File: src/inc/usb_port_line_control_params.svh
// register map, field positions, line codes and timing constants of the port line control
`ifndef USB_PORT_LINE_CONTROL_PARAMS_SVH
`define USB_PORT_LINE_CONTROL_PARAMS_SVH

// ==========================================================================
// register addresses
`define PORT1_CTRL_ADDR 16'hC08A
`define PORT2_CTRL_ADDR 16'hC0AA

// ==========================================================================
// control register fields
`define BIT_DP_STATUS   13
`define BIT_DM_STATUS   12
`define BIT_LOW_SPEED   10
`define BIT_HOST_ROLE   9
`define BIT_RES_ENABLE  7
`define FORCE_MSB       4
`define FORCE_LSB       3
`define BIT_SUSPEND     2
`define BIT_FRAME_EN    0
`define CTRL_WRITE_MASK 16'h069D
`define CTRL_RESET      16'h0000
`define READ_ZERO       16'h0000

// ==========================================================================
// line force codes
`define FORCE_NORMAL    2'h0
`define FORCE_SE0       2'h1
`define FORCE_J         2'h2
`define FORCE_K         2'h3

// ==========================================================================
// line pairs {d+, d-}
`define LINE_J_FULL     2'h2
`define LINE_J_LOW      2'h1

// ==========================================================================
// timing
`define FRAME_PERIOD_NS 1000000
`define CLOCK_PERIOD_NS 100
`define FRAME_CNT_W     14

`endif

File: src/inc/usb_line_pkg.sv
// state types of the port line control and its line synchroniser
`include "usb_port_line_control_params.svh"

package usb_line_pkg;

    // ======================================================================
    // synchroniser state
    typedef struct packed {
        logic [1:0] stage1;
        logic [1:0] stage2;
        logic [1:0] stage3;
        logic [1:0] stable;
    } line_sync_s;

    // ======================================================================
    // control block state
    typedef struct packed {
        logic [1:0][15:0]              ctrl;
        logic [1:0][`FRAME_CNT_W-1:0] frameCnt;
        logic [1:0]                    pullUpDp;
        logic [1:0]                    pullUpDm;
        logic [1:0]                    pullDownDp;
        logic [1:0]                    pullDownDm;
        logic [1:0]                    driveDp;
        logic [1:0]                    driveDm;
        logic [1:0]                    driveOe;
        logic [1:0]                    sofPulse;
        logic [1:0]                    keepalivePulse;
        logic [1:0]                    wakeupSeen;
        logic [1:0]                    portActive;
        logic                          powerDown;
        logic [15:0]                   cpuRdata;
        logic [15:0]                   hppRdata;
    } line_ctrl_s;

endpackage

File: src/verilog/line_sync.sv
// three-stage synchroniser for one port's d+/d- pair
`timescale 1ns/1ps
`default_nettype none

module line_sync (
    input  wire logic       clock,
    input  wire logic       rst_n,
    input  wire logic [1:0] lineIn,
    output logic      [1:0] lineOut
);

    usb_line_pkg::line_sync_s r_r;
    usb_line_pkg::line_sync_s r_nxt;

    // ======================================================================
    // stage chain; stable value moves only when stages two and three agree
    always_comb begin
        r_nxt        = r_r;
        r_nxt.stage1 = lineIn;
        r_nxt.stage2 = r_r.stage1;
        r_nxt.stage3 = r_r.stage2;
        if (r_r.stage2 == r_r.stage3) begin
            r_nxt.stable = r_r.stage3;
        end
    end

    always_ff @(posedge clock or negedge rst_n) begin
        if (!rst_n) begin
            r_r <= '0;
        end else begin
            r_r <= r_nxt;
        end
    end

    assign lineOut = r_r.stable;

endmodule

`default_nettype wire

File: src/verilog/usb_port_line_control.sv
// line control and monitoring for two usb ports, one control register per serial engine
// Functional notes
// - two identical control registers, port 1 and port 2, at fixed addresses.
// - read-only bit reports live d+ level of the port.
// - read-only bit reports live d- level of the port.
// - speed bit set selects low speed, clear selects full speed.
// - role bit set selects host, clear selects peripheral device.
// - device role activates only the port chosen by the external port select.
// - resistor enable clear disconnects every pull-up and pull-down on the port.
// - enabled resistors in host role pull both lines down.
// - enabled device role pulls d- up at low speed, d+ at full speed.
// - force field gives normal, se0, j or k on the lines.
// - force field acts whatever the port select says.
// - suspend on either port powers both transceivers down, wakeup still watched.
// - host role with marker enable and force normal emits sof at full, keepalive at low speed, none in suspend.
// - both on-chip processor and host processor port read and write registers.
`timescale 1ns/1ps
`default_nettype none
`include "usb_port_line_control_params.svh"

module usb_port_line_control #(
    parameter int FRAME_CYCLES = `FRAME_PERIOD_NS / `CLOCK_PERIOD_NS
) (
    input  wire logic        clock,
    input  wire logic        rst_n,
    input  wire logic [15:0] cpuAddr,
    input  wire logic        cpuWrite,
    input  wire logic        cpuRead,
    input  wire logic [15:0] cpuWdata,
    output logic      [15:0] cpuRdata,
    input  wire logic [15:0] hppAddr,
    input  wire logic        hppWrite,
    input  wire logic        hppRead,
    input  wire logic [15:0] hppWdata,
    output logic      [15:0] hppRdata,
    input  wire logic        portSelect,
    input  wire logic [1:0]  lineDpIn,
    input  wire logic [1:0]  lineDmIn,
    output logic      [1:0]  pullUpDp,
    output logic      [1:0]  pullUpDm,
    output logic      [1:0]  pullDownDp,
    output logic      [1:0]  pullDownDm,
    output logic      [1:0]  driveDp,
    output logic      [1:0]  driveDm,
    output logic      [1:0]  driveOe,
    output logic      [1:0]  portActive,
    output logic      [1:0]  sofPulse,
    output logic      [1:0]  keepalivePulse,
    output logic      [1:0]  wakeupSeen,
    output logic             transceiverPowerDown
);

    localparam logic [`FRAME_CNT_W-1:0] FRAME_LAST = `FRAME_CNT_W'(FRAME_CYCLES - 1);

    usb_line_pkg::line_ctrl_s r_r;
    usb_line_pkg::line_ctrl_s r_nxt;
    logic [1:0]               lineDpSync;
    logic [1:0]               lineDmSync;

    // ======================================================================
    // line synchronisers, one per port
    for (genvar p = 0; p < 2; p++) begin : gSync
        line_sync uSync (
            .clock   (clock),
            .rst_n   (rst_n),
            .lineIn  ({lineDpIn[p], lineDmIn[p]}),
            .lineOut ({lineDpSync[p], lineDmSync[p]})
        );
    end

    // ======================================================================
    // register read value
    function automatic logic [15:0] readWord(input logic [15:0] addr);
        logic [15:0] word;
        word = `READ_ZERO;
        for (int i = 0; i < 2; i++) begin
            if (addr == (i == 0 ? `PORT1_CTRL_ADDR : `PORT2_CTRL_ADDR)) begin
                word = r_r.ctrl[i] & `CTRL_WRITE_MASK;
                word[`BIT_DP_STATUS] = lineDpSync[i];
                word[`BIT_DM_STATUS] = lineDmSync[i];
            end
        end
        return word;
    endfunction

    // ======================================================================
    // next state
    always_comb begin
        logic [15:0] c;
        logic        anySuspend;
        logic        host;
        logic        lowSpeed;
        logic        resEn;
        logic        run;
        logic [1:0]  idle;
        c          = `CTRL_RESET;
        host       = 1'b0;
        lowSpeed   = 1'b0;
        resEn      = 1'b0;
        run        = 1'b0;
        idle       = `LINE_J_FULL;
        r_nxt      = r_r;
        anySuspend = r_r.ctrl[0][`BIT_SUSPEND] | r_r.ctrl[1][`BIT_SUSPEND];
        r_nxt.powerDown = anySuspend;
        for (int i = 0; i < 2; i++) begin
            // host processor port first so the on-chip processor wins a tie
            if (hppWrite && hppAddr == (i == 0 ? `PORT1_CTRL_ADDR : `PORT2_CTRL_ADDR)) begin
                r_nxt.ctrl[i] = hppWdata & `CTRL_WRITE_MASK;
            end
            if (cpuWrite && cpuAddr == (i == 0 ? `PORT1_CTRL_ADDR : `PORT2_CTRL_ADDR)) begin
                r_nxt.ctrl[i] = cpuWdata & `CTRL_WRITE_MASK;
            end
            c        = r_r.ctrl[i];
            host     = c[`BIT_HOST_ROLE];
            lowSpeed = c[`BIT_LOW_SPEED];
            resEn    = c[`BIT_RES_ENABLE];
            // resistor network
            r_nxt.pullDownDp[i] = resEn & host;
            r_nxt.pullDownDm[i] = resEn & host;
            r_nxt.pullUpDp[i]   = resEn & ~host & ~lowSpeed;
            r_nxt.pullUpDm[i]   = resEn & ~host & lowSpeed;
            // host role uses both ports, device role only the selected one
            r_nxt.portActive[i] = ~anySuspend & (host | (portSelect == 1'(i)));
            // line forcing, independent of port select
            unique case (c[`FORCE_MSB:`FORCE_LSB])
                `FORCE_NORMAL: begin
                    r_nxt.driveOe[i] = 1'b0;
                    r_nxt.driveDp[i] = 1'b0;
                    r_nxt.driveDm[i] = 1'b0;
                end
                `FORCE_SE0: begin
                    r_nxt.driveOe[i] = 1'b1;
                    r_nxt.driveDp[i] = 1'b0;
                    r_nxt.driveDm[i] = 1'b0;
                end
                `FORCE_J: begin
                    r_nxt.driveOe[i] = 1'b1;
                    r_nxt.driveDp[i] = ~lowSpeed;
                    r_nxt.driveDm[i] = lowSpeed;
                end
                `FORCE_K: begin
                    r_nxt.driveOe[i] = 1'b1;
                    r_nxt.driveDp[i] = lowSpeed;
                    r_nxt.driveDm[i] = ~lowSpeed;
                end
            endcase
            // wakeup watch: any departure from idle j while suspended
            idle = lowSpeed ? `LINE_J_LOW : `LINE_J_FULL;
            r_nxt.wakeupSeen[i] = anySuspend & ({lineDpSync[i], lineDmSync[i]} != idle);
            // frame markers
            run = host & c[`BIT_FRAME_EN] & r_r.portActive[i]
                & (c[`FORCE_MSB:`FORCE_LSB] == `FORCE_NORMAL);
            r_nxt.sofPulse[i]       = 1'b0;
            r_nxt.keepalivePulse[i] = 1'b0;
            if (!run) begin
                r_nxt.frameCnt[i] = '0;
            end else if (r_r.frameCnt[i] == FRAME_LAST) begin
                r_nxt.frameCnt[i]       = '0;
                r_nxt.sofPulse[i]       = ~lowSpeed;
                r_nxt.keepalivePulse[i] = lowSpeed;
            end else begin
                r_nxt.frameCnt[i] = r_r.frameCnt[i] + `FRAME_CNT_W'(1);
            end
        end
        // register reads
        if (cpuRead) begin
            r_nxt.cpuRdata = readWord(cpuAddr);
        end
        if (hppRead) begin
            r_nxt.hppRdata = readWord(hppAddr);
        end
    end

    always_ff @(posedge clock or negedge rst_n) begin
        if (!rst_n) begin
            r_r <= '0;
        end else begin
            r_r <= r_nxt;
        end
    end

    // ======================================================================
    // outputs
    assign cpuRdata             = r_r.cpuRdata;
    assign hppRdata             = r_r.hppRdata;
    assign pullUpDp             = r_r.pullUpDp;
    assign pullUpDm             = r_r.pullUpDm;
    assign pullDownDp           = r_r.pullDownDp;
    assign pullDownDm           = r_r.pullDownDm;
    assign driveDp              = r_r.driveDp;
    assign driveDm              = r_r.driveDm;
    assign driveOe              = r_r.driveOe;
    assign portActive           = r_r.portActive;
    assign sofPulse             = r_r.sofPulse;
    assign keepalivePulse       = r_r.keepalivePulse;
    assign wakeupSeen           = r_r.wakeupSeen;
    assign transceiverPowerDown = r_r.powerDown;

    for (genvar g = 0; g < 2; g++) begin : gChk
        localparam logic [15:0] ADDR = (g == 0) ? `PORT1_CTRL_ADDR : `PORT2_CTRL_ADDR;

    end
endmodule

`default_nettype wire

File: config.mk
export PLATFORM = sky130hd
export DESIGN_NAME = usb_port_line_control
export DESIGN_NICKNAME = d
export VERILOG_FILES = /design/src/inc/usb_line_pkg.sv /design/src/verilog/line_sync.sv /design/src/verilog/usb_port_line_control.sv
export VERILOG_INCLUDE_DIRS = /design/src /design/src/inc
export SDC_FILE = /design/constraint.sdc
export NUM_CORES = 1
export LEC_CHECK = 0
export BUFFER_PORTS_ARGS = -buffer_cell sky130_fd_sc_hd__buf_2
export CORE_MARGIN = 4
export CORE_UTILIZATION = 30
export DETAILED_ROUTE_END_ITERATION = 8
export SYNTH_ARGS = -nofsm -noshare
export SYNTH_HDL_FRONTEND = slang
export SYNTH_SLANG_ARGS = --single-unit
File: constraint.sdc
create_clock -name clock -period 2.2 [get_ports clock]
set_clock_uncertainty 0.05 [all_clocks]
set_input_delay 0.55 -clock clock [delete_from_list [all_inputs] [get_ports clock]]
set_output_delay 0.55 -clock clock [all_outputs]
set_load 0.02 [all_outputs]
==> impl_metrics.ini <==
[clocking]
cts_tree = yes
worstSkewPairLatency_ns = 0.35
cts_hold_buf = 0
path_clk_slew_ns = 0.07
numCtsBuffers = 9
cts_setup_buffers = 0
cts.sinks = 97
htree_num_levels = 3
cts_root_buffer = clkbuf_16
ctsResizeCount = 0
clockBufferDepth = 2

[floorplan]
die_x_um = 136
start_util_pct = 30.8
io_pins = 130
design.core.area_um2 = 16100
fp.dieArea_um2 = 18600
std_cell_rows = 46
die_h_um = 136

[yosys]
ys_seq_elements = 97
synth_top_area_share_pct = 49.0
async_flop_share_pct = 100
synthCells = 461
synth_edf_count = 0
ys_types = 46
synth_top_cells_by_area = dfrtp_1 49%, buf_4 8.8%, xnor2_1 3.7%
netlist_top_cells_count = 97 x dfrtp_1, 58 x buf_4, 43 x nor2_1, 21 x xnor2_1, 19 x inv_1
avgSynthCellArea_um2 = 10.7
synth.largest_area_cell = dfrtp_1
yosysMostFrequentCell = dfrtp_1
ys_warn_count = 0
ys.flop_type = dfrtp_1
ys_seq_area_share_pct = 49.0
netlist_area_um2 = 4950

[setup_path]
worstPathMaxFanout = 12
r2r-start = r_r[75]$_DFF_PN0_
r2r_cells = 5
worst_setup_path_start_kind = flop
rr_endpoint = r_r[69]$_DFF_PN0_
criticalPathCategory = flop to flop
crit_end = r_r[69]$_DFF_PN0_
r2r_slack_ns = 0.19
end_kind = flop
crit_path_start = r_r[75]$_DFF_PN0_
arrival_ns = 2.18
cp.required_ns = 2.37

[placement]
dp_cells = 727
gp_congestion = 0.806
port_buffers = 97
dp_hpwl_mm = 8.54
dpl_worst_slack_ns = -0.0860

[global_route]
grt_use_total_pct = 12.9
grt_max_degree = 50
overflow = 0
antenna_found_initial = 7
grt_pass1_vias = 3660
grt_pass1_wl_mm = 18.7

[power_and_ir_drop]
clkPwrFrac_pct = 43.9
p_int_mw = 2.81
power.density_nw_per_um2 = 644
p_sw_uw = 859
p_seq_share_pct = 50.1
power.share.combinational_pct = 6.0
switching_share_pct = 23.4
cellLeakagePower_nw = 2.61
ir_drop_uv = 388

[drt]
vias = 3510
viasPerCell = 4.71
ant_nets = 0
drt-initial-drc-count = 269
wl_per_cell_um = 15.4
firstDrtPassIters = 4
drt-total-wl_mm = 11.5
drc = 0

[sta]
fmax_mhz = 497
min_period_ns = 2.01
hold_viol_final = 0
slew_viol_final = 0
rsz0062_at_grt = false
hold_slack_ns = 0.0907
finalSetupViolCount = 0
min_period_over_period_pct = 91.5
timing.final.ws_setup_ns = 0.187

[finish]
seqCellArea_um2 = 2430
syn_to_final_growth_pct = 15.0
final_util_pct = 35.5
stdcell_count = 745
drive_gt1_share_pct = 29.6
nNetsFinal = 601
nFillCells = 1575
multi_input_area_um2 = 1990

[status]
status = finished clean

[worst_hold_path]
hp-class = primary input to asynchronous set/reset pin

[run]
cap_viol_max_count = 0
critical path, cell delays in order (launching register included):
cell and delay (ns):
dfrtp_1 0.42, or4_1 0.54, or4_4 0.57, nand2_1 0.13
buf_12 0.14, nor2_1 0.04
flip-flops by register name (all words and copies together), names as in the netlist, 4 cells and up:
register             flops
cpuRdata                 9
gSync.uSync.lineOut      4
gSync.uSync.r_nxt        8
gSync.uSync.r_r          4
hppRdata                 9
r_r                     42
cell usage in the layout, fill, tap and decap left out, drive strengths merged, types with 10 or more instances in the layout:
cell / count
dfrtp: 97
inv: 20
nor3: 11
xnor2: 21
buf: 107
a21oi: 18
nor2: 43
conb: 14
nand3: 11
clkbuf: 11
nor4: 10
nand2: 17
worst min path at each step:
stage / from / endpoint / slack [ns] / cells past startpoint
2_1_floorplan: rst_n / cpuRdata[0]$_DFFE_PN0P_ / 0.20 / 0
3_3_place_gp: gSync[0].uSync.r_nxt[4]$_DFF_PN0_ / gSync[0].uSync.r_nxt[2]$_DFF_PN0_ / 0.28 / 0
3_5_place_dp: gSync[0].uSync.r_nxt[4]$_DFF_PN0_ / gSync[0].uSync.r_nxt[2]$_DFF_PN0_ / 0.28 / 0
4_1_cts: rst_n / hppRdata[12]$_DFFE_PN0P_ / 0.1 / 1
5_1_grt: rst_n / hppRdata[12]$_DFFE_PN0P_ / 0.12 / 1
6_report: rst_n / hppRdata[12]$_DFFE_PN0P_ / 0.09 / 1
metrics by stage:
step | instance area (µm²) | TNS (ns) | total power, mW
after CTS | 5690 | 0 | 3.73
after floorplan | 5000 | 0 | 1.99
after detailed placement | 5390 | -0.848 | 2.09
after global routing | 5700 | 0 | 3.82
after global placement | 5390 | -0.720 | 2.08
final | 5700 | 0 | 3.67
cells by family (layout without fill, tap and decap cells):
family          count (synthesis)  count (layout)  synth area share, %
simple gates                  152             152                 19.1
flops                          97              97                 49.0
other cells                     1              16               0.0757
xor+xnor                       30              30                 5.30
compound gates                 71              71                 10.2
buf+inv                        89             142                 11.7
mux                            17              17                 3.64
fa+ha+maj                       4               4                 1.01
power by group through the flow:
stage / clock [mW] / combinational (mW) / sequential, mW
floorplan: 0 / 0.128 / 1.86
global route: 1.73 / 0.247 / 1.84
global placement: 0 / 0.214 / 1.87
detailed placement: 0 / 0.223 / 1.87
CTS: 1.67 / 0.224 / 1.84
finish: 1.61 / 0.220 / 1.84
area by class of cell:
type                    instances  share of cell area, %
diodes                          2                 0.0878
clock buffers                  11                   4.26
clock inverters                 5                   1.10
inverters                      19                   1.25
multi-input cells             288                   35.0
flip-flops and latches         97                   42.6
well taps                     216                   4.74
repair buffers                107                   11.0
metal layers:
layer  wire length [µm]  global-route usage, %
met3                727                   4.67
met2               5640                   20.9
met1               4820                   15.4
met4                240                   5.38
met5                 56                      0
(Power assumes the default switching activity.)
